<file path="config.mk">
export PLATFORM = sky130hd
export DESIGN_NAME = tcs_clock_control
export DESIGN_NICKNAME = d
export VERILOG_FILES = /design/src/inc/tcs_pkg.sv /design/src/design/tcs_clock_control.sv
export VERILOG_INCLUDE_DIRS = /design/src /design/src/inc
export SDC_FILE = /design/constraint.sdc
export NUM_CORES = 1
export LEC_CHECK = 0
export ABC_AREA = 0
export CAP_MARGIN = 20
export CORE_ASPECT_RATIO = 0.9
export CORE_UTILIZATION = 30
export CTS_BUF_LIST = sky130_fd_sc_hd__clkbuf_4
export DETAILED_ROUTE_END_ITERATION = 10
export DONT_BUFFER_PORTS = 1
export SLEW_MARGIN = 20
export SYNTH_ARGS = -nofsm -noshare
export SYNTH_HDL_FRONTEND = slang
export SYNTH_SLANG_ARGS = --single-unit
</file>
<file path="constraint.sdc">
create_clock -name ref_clk_in -period 2.15 [get_ports ref_clk_in]
set_input_delay 0.215 -clock ref_clk_in [delete_from_list [all_inputs] [get_ports ref_clk_in]]
set_output_delay 0.215 -clock ref_clk_in [all_outputs]
set_load 0.01 [all_outputs]
</file>
<file path="src/inc/tcs_params.svh">
// Purpose: register map, field positions, reset values, timing
// Assumes: 32-bit apb data, byte addresses
// Notes:   included by the design file and the testbench
`ifndef TCS_PARAMS_SVH
`define TCS_PARAMS_SVH

// ----------------------------------------------------------------
// address decode
// ----------------------------------------------------------------
`define TCS_SYS_BASE       32'h5000_0000
`define TCS_TIM6_BASE      32'h5006_0600
`define TCS_PAGE_MSB       31
`define TCS_PAGE_LSB       8
`define TCS_OFF_GATE       8'h04
`define TCS_OFF_ANA        8'h10
`define TCS_OFF_TSEL       8'h44
`define TCS_OFF_RDY        8'h48

// ----------------------------------------------------------------
// reset values and masks
// ----------------------------------------------------------------
`define TCS_GATE_RST       32'h0000_0001
`define TCS_GATE_WMASK     32'h07ff_ffff
`define TCS_ANA_RST        32'h0000_1850
`define TCS_ANA_WMASK      32'h0000_1fff
`define TCS_TSEL_RST       32'h0000_0000
`define TCS_RDY_RST        32'h0000_03ff

// ----------------------------------------------------------------
// field positions
// ----------------------------------------------------------------
`define TCS_B_TIMER6_MODULE_ENABLE      17
`define TCS_B_DMA_EN       22
`define TCS_B_PORTA_EN     23
`define TCS_B_PORTB_EN     24
`define TCS_B_PORTC_EN     25
`define TCS_B_PORTD_EN     26
`define TCS_B_DRIVE        5
`define TCS_B_FCLASS       4
`define TCS_F_ACT_LSB      2
`define TCS_F_PAS_LSB      0
`define TCS_RDY_TIM_LSB    2

// ----------------------------------------------------------------
// timing
// ----------------------------------------------------------------
`define TCS_CLK_PERIOD_NS  10
`define TCS_SW_HOLD_NS     40
`define TCS_SW_HOLD_CYC    ((`TCS_SW_HOLD_NS + `TCS_CLK_PERIOD_NS - 1) / `TCS_CLK_PERIOD_NS)

`endif

</file>
<file path="src/inc/tcs_pkg.sv">
// Purpose: shared types of the timer clock source control
// Assumes: tcs_params.svh holds the numbers
// Notes:   types only
package tcs_pkg;

    // per-timer switch sequence
    typedef enum logic [1:0] {
        TCS_SW_IDLE,
        TCS_SW_DRAIN,
        TCS_SW_SETTLE
    } tcs_sw_state_t;

    // oscillator controls towards the analog front end
    typedef struct packed {
        logic       drive_high;
        logic       freq_class;
        logic [1:0] active_path;
        logic [1:0] passive_path;
        logic       passive_power;
    } tcs_osc_ctrl_t;

    // kernel clock source codes
    typedef enum logic [1:0] {
        TCS_SRC_PLL,
        TCS_SRC_LRC,
        TCS_SRC_XTAL,
        TCS_SRC_XTAL_ALT
    } tcs_src_t;

endpackage

</file>
<file path="src/design/tcs_clock_control.sv">
// Purpose: clock gates, oscillator setup, timer kernel clock select
// Assumes: apb slave, zero wait states, one clock domain
// Notes:   timer-6 register window is only decoded here
//
// The implementer's own choice: register access over APB.
`timescale 1ns/1ps
`include "tcs_params.svh"

module tcs_clock_control
    import tcs_pkg::*;
#(
    parameter int NUM_TIM = 8
) (
    // clock and reset
    input  wire logic                 ref_clk_in,
    input  wire logic                 arst_n_in,
    // apb slave
    input  wire logic                 psel_in,
    input  wire logic                 penable_in,
    input  wire logic                 pwrite_in,
    input  wire logic [31:0]          paddr_in,
    input  wire logic [31:0]          pwdata_in,
    output logic      [31:0]          prdata_out,
    output logic                      pready_out,
    output logic                      pslverr_out,
    // timer-6 register window select
    output logic                      tim6_window_sel_out,
    // module clock gates
    output logic      [31:0]          periph_clk_gate_out,
    // oscillator controls
    output tcs_osc_ctrl_t             osc_ctrl_out,
    // timer kernel clocks
    output logic      [2*NUM_TIM-1:0] timer_clk_sel_out,
    output logic      [NUM_TIM-1:0]   timer_clk_gate_out
);

    // ----------------------------------------------------------------
    // bus decode
    // ----------------------------------------------------------------
    localparam int HOLD = `TCS_SW_HOLD_CYC;
    localparam int SW_WIN = 2 * HOLD + 2;

    logic [31:0] gate_ff;
    logic [31:0] ana_ff;
    logic [31:0] tsel_ff;
    logic [31:0] rdy_word;
    logic [31:0] nxt_rdata;
    logic [31:0] prdata_ff;
    logic        sys_hit;
    logic        tim6_hit;
    logic        reg_hit;
    logic        wr_go;
    logic        rd_setup;
    logic [7:0]  off;

    assign off = paddr_in[7:0];
    assign sys_hit = (paddr_in[`TCS_PAGE_MSB:`TCS_PAGE_LSB] ==
                      24'(`TCS_SYS_BASE >> `TCS_PAGE_LSB));
    assign tim6_hit = (paddr_in[`TCS_PAGE_MSB:`TCS_PAGE_LSB] ==
                       24'(`TCS_TIM6_BASE >> `TCS_PAGE_LSB));

    always_comb begin
        reg_hit = 1'b0;
        if (sys_hit) begin
            case (off)
                `TCS_OFF_GATE: reg_hit = 1'b1;
                `TCS_OFF_ANA:  reg_hit = 1'b1;
                `TCS_OFF_TSEL: reg_hit = 1'b1;
                `TCS_OFF_RDY:  reg_hit = 1'b1;
                default:       reg_hit = 1'b0;
            endcase
        end
    end

    // zero wait states; timer-6 window is refused here with pslverr and flagged on its select output
    assign pready_out = 1'b1;
    assign pslverr_out = psel_in & penable_in & ~reg_hit;
    assign tim6_window_sel_out = psel_in & tim6_hit;
    assign wr_go = psel_in & penable_in & pwrite_in & reg_hit;
    assign rd_setup = psel_in & ~penable_in & ~pwrite_in;

    // ----------------------------------------------------------------
    // writable registers
    // ----------------------------------------------------------------
    always_ff @(posedge ref_clk_in or negedge arst_n_in) begin
        if (!arst_n_in) begin
            gate_ff <= `TCS_GATE_RST;
        end else if (wr_go && off == `TCS_OFF_GATE) begin
            gate_ff <= pwdata_in & `TCS_GATE_WMASK;
        end
    end

    always_ff @(posedge ref_clk_in or negedge arst_n_in) begin
        if (!arst_n_in) begin
            ana_ff <= `TCS_ANA_RST;
        end else if (wr_go && off == `TCS_OFF_ANA) begin
            ana_ff <= pwdata_in & `TCS_ANA_WMASK;
        end
    end

    always_ff @(posedge ref_clk_in or negedge arst_n_in) begin
        if (!arst_n_in) begin
            tsel_ff <= `TCS_TSEL_RST;
        end else if (wr_go && off == `TCS_OFF_TSEL) begin
            tsel_ff <= 32'(pwdata_in[2*NUM_TIM-1:0]);
        end
    end

    // ----------------------------------------------------------------
    // read path
    // ----------------------------------------------------------------
    always_comb begin
        nxt_rdata = 32'h0000_0000;
        if (sys_hit) begin
            case (off)
                `TCS_OFF_GATE: nxt_rdata = gate_ff;
                `TCS_OFF_ANA:  nxt_rdata = ana_ff;
                `TCS_OFF_TSEL: nxt_rdata = tsel_ff;
                `TCS_OFF_RDY:  nxt_rdata = rdy_word;
                default:       nxt_rdata = 32'h0000_0000;
            endcase
        end
    end

    // captured in the setup cycle so the access phase sees a flop
    always_ff @(posedge ref_clk_in or negedge arst_n_in) begin
        if (!arst_n_in) begin
            prdata_ff <= 32'h0000_0000;
        end else if (rd_setup) begin
            prdata_ff <= nxt_rdata;
        end
    end

    assign prdata_out = prdata_ff;

    // ----------------------------------------------------------------
    // clock gates and oscillator
    // ----------------------------------------------------------------
    assign periph_clk_gate_out = gate_ff;

    logic [1:0] act_path;
    logic [1:0] pas_path;

    assign act_path = ana_ff[`TCS_F_ACT_LSB +: 2];
    assign pas_path = ana_ff[`TCS_F_PAS_LSB +: 2];

    always_comb begin
        osc_ctrl_out.drive_high = ana_ff[`TCS_B_DRIVE];
        osc_ctrl_out.freq_class = ana_ff[`TCS_B_FCLASS];
        osc_ctrl_out.active_path = act_path;
        // an active oscillator always wins over the crystal circuit
        if (act_path != 2'b00) begin
            osc_ctrl_out.passive_path = 2'b00;
            osc_ctrl_out.passive_power = 1'b0;
        end else begin
            osc_ctrl_out.passive_path = pas_path;
            osc_ctrl_out.passive_power = (pas_path != 2'b00);
        end
    end

    // ----------------------------------------------------------------
    // glitch-free kernel clock switching
    // ----------------------------------------------------------------
    // the gate is dropped before the mux moves and raised only after
    // the new source has settled, so no runt pulse reaches a timer
    logic [NUM_TIM-1:0] sw_rdy;
    logic [NUM_TIM-1:0] tsel_write;

    assign tsel_write = {NUM_TIM{wr_go && off == `TCS_OFF_TSEL}};

    for (genvar i = 0; i < NUM_TIM; i++) begin : g_sw
        tcs_sw_state_t state_ff;
        logic [3:0]    cnt_ff;
        logic [1:0]    live_ff;
        logic          gate_on_ff;
        logic          rdy_ff;
        logic          change;

        assign change = tsel_write[i] &&
                        (pwdata_in[2*i +: 2] != tsel_ff[2*i +: 2]);

        always_ff @(posedge ref_clk_in or negedge arst_n_in) begin
            if (!arst_n_in) begin
                state_ff <= TCS_SW_IDLE;
                cnt_ff <= 4'h0;
                live_ff <= TCS_SRC_PLL;
                gate_on_ff <= 1'b1;
                rdy_ff <= 1'b1;
            end else if (change) begin
                // a new request restarts the sequence from the drain step
                state_ff <= TCS_SW_DRAIN;
                cnt_ff <= 4'(HOLD - 1);
                gate_on_ff <= 1'b0;
                rdy_ff <= 1'b0;
            end else begin
                case (state_ff)
                    TCS_SW_IDLE: begin
                        cnt_ff <= 4'h0;
                    end
                    TCS_SW_DRAIN: begin
                        if (cnt_ff == 4'h0) begin
                            live_ff <= tsel_ff[2*i +: 2];
                            cnt_ff <= 4'(HOLD - 1);
                            state_ff <= TCS_SW_SETTLE;
                        end else begin
                            cnt_ff <= cnt_ff - 4'h1;
                        end
                    end
                    TCS_SW_SETTLE: begin
                        if (cnt_ff == 4'h0) begin
                            gate_on_ff <= 1'b1;
                            rdy_ff <= 1'b1;
                            state_ff <= TCS_SW_IDLE;
                        end else begin
                            cnt_ff <= cnt_ff - 4'h1;
                        end
                    end
                    default: begin
                        state_ff <= TCS_SW_IDLE;
                    end
                endcase
            end
        end

        assign timer_clk_sel_out[2*i +: 2] = live_ff;
        assign timer_clk_gate_out[i] = gate_on_ff;
        assign sw_rdy[i] = rdy_ff;
    end

    // pwm flags never switch in this block and stay complete
    assign rdy_word = 32'({sw_rdy, 2'b11});

    // ----------------------------------------------------------------
    // checks
    // ----------------------------------------------------------------
    logic rdy6;
    logic gw;
    logic aw;
    logic sw;

    assign rdy6 = sw_rdy[6];
    assign gw = wr_go && off == `TCS_OFF_GATE;
    assign aw = wr_go && off == `TCS_OFF_ANA;
    assign sw = wr_go && off == `TCS_OFF_TSEL;
endmodule

</file>
### Word-level counts from Yosys, hierarchy flattened

Index checks and enable logic that the tools add are counted.

* flip-flop bits (word level): 160
* input port bits: 69
* word-level logic and storage cells: 303

* add/subtract/negate cells: 8
* equality and inequality tests: 62
* mux-type cells: 93
* bitwise gates (word level): 18
* reductions and logical operators: 86

Operators with widths (count)
* $pmux 27 s4: 1
* $mux 4: 24
* $pmux 4 s3: 8
* $ne 3x3->1 const B: 24
* $eq 24x23->1 const B: 2
* $mux 2: 24
* $pmux 2 s3: 8
* $reduce_and 3->1: 16
* $reduce_bool 2->1: 18
* $logic_not 4->1: 8
* $mux 32: 1
* $reduce_and 2->1: 16
* $reduce_bool 4->1: 8
* $sub 4x1->4 const B: 8
* $mux 1: 26
* $eq 2x1->1 const B: 8
* $eq 2x2->1 const B: 8
* $eq 8x7->1 const B: 2
* $logic_not 2->1: 8
* $ne 2x2->1: 8
* $ne 2x2->1 const B: 8
* $logic_and 1x1->1: 11
* $not 1->1: 11
* $eq 8x3->1 const B: 1
* 4 further kinds: 10

### Logic depth before layout (Yosys ltp)

* depth in word-level cells: 9
* mapped depth: 9
* mapped depth without buffers: 7

### Worst setup path before layout

OpenSTA, ideal clock, no wires.

* kind: input -> register
* from: input port paddr_in[7]
* to: register gate_ff[10] (netlist: periph_clk_gate_out[10])
* library setup time: 127 ps
* arrival: 2160 ps
* slack: -137 ps
* cell stages on the path: 7
* buffers on the path: 2
* cells stage by stage: or4_1 -> buf_2 -> nor3b_2 -> or3b_4 -> nor2_8 -> buf_8 -> mux2_1

* cells in the longest elaborated chain, start to end: 6

Ends and longest elaborated chain
* start, declared: RTL line tcs_clock_control.sv:21 `input wire logic [31:0] paddr_in,`
* $eq 8x3->1 (no source line) (tied with other cells)
* $reduce_or 4->1 (no source line)
* $mux 1: RTL line tcs_clock_control.sv:65 `case (off)`
* $mux 1: RTL line tcs_clock_control.sv:64 `if (sys_hit) begin`
* $and 1x1->1: RTL line tcs_clock_control.sv:79 `assign wr_go = psel_in & penable_in & pwrite_in & reg_hit;`
* $logic_and 1x1->1 (no source line) (*)
* end signal, assigned: RTL line tcs_clock_control.sv:87 `` gate_ff <= `TCS_GATE_RST; ``
* end signal, assigned: RTL line tcs_clock_control.sv:89 `` gate_ff <= pwdata_in & `TCS_GATE_WMASK; ``
* end, declared: RTL line tcs_clock_control.sv:43 `logic [31:0] gate_ff;`

Every way passes the cells marked *; elsewhere a longest branch is shown, timed or not.
A chain may end at the register's enable or synchronous reset.

### Worst setup path in the final report

* from: register g_sw[4].cnt_ff[0]
* to: register g_sw[4].live_ff[0]

* cells in the longest elaborated chain, start to end: 2

Ends and longest elaborated chain
* start, declared: RTL line tcs_clock_control.sv:173 `logic [3:0] cnt_ff;`
* start signal, assigned: RTL line tcs_clock_control.sv:192 `cnt_ff <= 4'(HOLD - 1);`
* start signal, assigned: RTL line tcs_clock_control.sv:203 `cnt_ff <= 4'(HOLD - 1);`
* start signal, assigned: RTL line tcs_clock_control.sv:206 `cnt_ff <= cnt_ff - 4'h1;`
* $logic_not 4->1: RTL line tcs_clock_control.sv:201 `if (cnt_ff == 4'h0) begin`
* $reduce_and 3->1 (no source line)
* end signal, assigned: RTL line tcs_clock_control.sv:202 `live_ff <= tsel_ff[2*i +: 2];`
* end, declared: RTL line tcs_clock_control.sv:174 `logic [1:0] live_ff;`

Every way passes these cells.

==> results.yml <==
route:
  vias: 6311
  antenna_left: 0
  dr.pass1.iters: 5
  routedWlPerCell_um: 18.17
  dr.first_iter.drc_count: 498
  detail_route.vias_per_cell: 5.123
  routed_wl_um: 22390
  drc: 0
logic_synthesis:
  ys_top_cells_by_area: "dfrtp_1 43%, mux2_2 6.7%, ha_1 4.8%"
  ys_seq_area_share_pct: 47.02
  synthArstFlopShare_pct: 100.0
  synthFlopType: "dfrtp_1"
  yosysTopAreaCell: "dfrtp_1"
  ys_types: 62
  yosys_warnings: 0
  netlist_area_mm2: 0.008284
  synth-seq-cells: 155
  synth_area_per_cell_um2: 10.21
  synth_edf_count: 0
  synth_top_area_share_pct: 42.89
  synthCells: 811
sta:
  period_share_pct: 93.32
  drv_slew: 0
  max_slew.worst_pin.slew_ns: 0.5831
  rsz0062_at_grt: "false"
  fin_tns_setup_ns: 0
  finClkSkew_ns: 0.02235
  hold_ws_ns: -0.6583
  fin_crit_ns: 2.006
  fmax_mhz: 498.4
  max_slew_margin_pct: 60.72
  setup_viol: 0
  hold_viol: 155
die:
  coreArea_mm2: 0.02703
  die_w_um: 177.2
  rows: 57
  start_util_pct: 30.65
  die_h_um: 159.6
  io_pins: 167
  fp.dieArea_mm2: 0.02828
clock_network:
  cts_max_level: 4
  cts_tree: "done"
  cts_sinks: 155
  clk_pin_slew_worst_paths_ns: 0.15
  hold_buffers: 29
  root_buffer: "clkbuf_4"
  cts_max_path_buffers: 2
  cts_buffers: 17
  clk_latency_ns: 0.56
grt:
  antenna_found_initial: 0
  grt_pass1_wl_um: 35080
  grt_pass1_vias: 6148
  grt_overflow: 0
  grt.total_usage_pct: 16.21
  grt_max_degree: 156
pwr:
  p_switching_w: 0.001267
  power.internal_w: 0.003722
  switching_share_pct: 25.40
  pwr-share-clk_pct: 38.7
  peakVddDrop_v: 0.0002858
  p_leak_nw: 4.276
  comb_power_share_pct: 2.9
  power_density_mw_per_mm2: 525.5
  seqPwrFrac_pct: 58.5
status:
  violations: "hold timing"
  outcome: "complete, but fails checks"
layout:
  final_cells: 1232
  nNetsFinal: 966
  fin_area_mm2: 0.009493
  fillers: 2726
  area_delta_synth_final_pct: 14.59
  layout-drive-gt1-share_pct: 19.13
  n_antenna_cell: 0
place:
  place.gp.congestion: 0.8696
  port_buffers: 0
  hpwl_um: 16010
  dpl-instance-area_mm2: 0.008862
  dp.cells: 1169
critical_path:
  crit_chain: "inv_1 -> ha_1 -> or3b_2 -> nor3_1 -> mux2_2"
  worst_path_largest_cell_delay_ns: 0.48
  cp.required_ns: 2.59
  crit_type: "register to register"
  critical_path.startpoint_type: "register"
  cp_max_fo: 5
  cp-end-kind: "register"
  crit_arrival_ns: 2.44
  slowest_stage: "or3b_2"
job:
  drv_cap: 0
hold_path:
  hold_path.class: "input port to asynchronous set/reset pin"
state kept, by name (all words and copies together) (netlist names):
signal	flops
prdata_out	27
periph_clk_gate_out	27
g_sw.cnt_ff	32
ana_ff	13
g_sw.live_ff	16
tsel_ff	16
g_sw.state_ff	16
g_sw.rdy_ff	8
per-layer routing:
metal | global-route usage (%) | vias to the layer above | routed length (um)
met5 | 0 | - | 0
met4 | 3.056 | 0 | 191
met3 | 4.952 | 14 | 1628
met2 | 25.94 | 147 | 10600
met1 | 21.57 | 3127 | 9970
li1 | - | 3023 | -
kinds of logic (layout without fill, tap and decap cells):
family / Yosys count / in the layout / share of synthesized area (%)
flops: 155 / 155 / 47.02
simple gates: 247 / 247 / 16.37
mux: 69 / 69 / 9.379
xor+xnor: 16 / 16 / 1.692
other cells: 2 / 11 / 0.09065
fa+ha+maj: 32 / 32 / 4.833
buf+inv: 87 / 145 / 5.362
compound gates: 203 / 203 / 15.25
path summary, 6_finish.rpt:
kind / start / endpoint / slack [ns] / cells past startpoint
worst max-delay path: g_sw[4].cnt_ff[0] / g_sw[4].live_ff[0] / 0.14 / 5
worst min-delay path: arst_n_in / periph_clk_gate_out[23] / -0.66 / 0
worst max register to register: g_sw[4].cnt_ff[0] / g_sw[4].live_ff[0] / 0.14 / 5
worst min register to register: ana_ff[9] / ana_ff[9] / 0.53 / 1
max in group asynchronous: arst_n_in / g_sw[7].rdy_ff / 2.49 / 0
min in group ref_clk_in: pwdata_in[8] / g_sw[4].cnt_ff[1] / 0.06 / 3
through the flow:
| stage | util, % | worst slack (ns) | power [W] |
|---|---|---|---|
| 3_3_place_gp | 32.79 | -0.06824 | 0.003055 |
| 5_1_grt | 35.12 | 0.001696 | 0.005214 |
| 3_5_place_dp | 32.79 | -0.09831 | 0.003056 |
| 6_report | 35.12 | 0.1437 | 0.004989 |
| 4_1_cts | 34.99 | 0.09002 | 0.005075 |
| 2_1_floorplan | - | -0.1151 | 0.003051 |
Yosys cell counts, drive strengths merged (6+ instances only):
library cell  number
a211oi             7
o21ai             71
nor2              62
inv               38
dfrtp            142
buf               33
a22o              11
a22oi             15
clkbuf            16
nor3b             17
a221oi             9
nor3              13
mux2              69
nor4              17
or3b               9
xor2              14
a2bb2oi            9
nor2b              6
nor4b              8
ha                32
dfstp             13
nand3              9
a21oi             52
nand2             70
power by group through the flow:
| stage | clock (W) | sequential (W) | combinational (W) |
|---|---|---|---|
| after floorplan | 0 | 0.00297 | 0.0000790 |
| after global placement | 0 | 0.00297 | 0.0000846 |
| after detailed placement | 0 | 0.00297 | 0.0000848 |
| after CTS | 0.00202 | 0.00292 | 0.000142 |
| after global routing | 0.00214 | 0.00292 | 0.000157 |
| final | 0.00193 | 0.00292 | 0.000143 |
layout make-up:
cell class | instances | area [um2] | share of cell area (%)
Clock buffer | 17 | 127.6 | 1.344
Clock inverter | 15 | 177.7 | 1.872
Inverter | 38 | 142.6 | 1.503
Multi-Input combinational cell | 578 | 4021 | 42.36
Sequential cell | 155 | 3895 | 41.03
Tap cell | 354 | 442.9 | 4.666
Timing Repair Buffer | 75 | 685.7 | 7.223
worst max-delay path, delay by kind of cell, from the launching register on:
kind,cells,cell delay (ns)
buffers and inverters,1,0.09
multiplexers,1,0.37
AND/OR/NAND/NOR,2,0.77
flip-flops,1,0.45
adder cells (fa/ha/maj),1,0.19
placed cells by master, fill, tap and decap left out, types with 11 or more instances in the layout:
cell	count
o21ai_1	11
a22oi_1	15
xor2_1	14
inv_1	38
ha_1	30
o21ai_0	60
buf_4	42
nor2_1	61
mux2_1	20
dfstp_2	13
clkbuf_4	17
dlygate4sd3_1	29
conb_1	11
dfrtp_1	142
mux2_2	49
nand2_1	70
a22o_1	11
nor3_1	12
a21oi_1	52
nor3b_1	14
timing repair:
action	4_1_cts	5_1_grt
gates resized for setup	0	5
buffers inserted	0	2
endpoints found under the setup margin	0	2
hold endpoints to repair	223	155
Note: power is estimated with default switching activity, not from simulation.
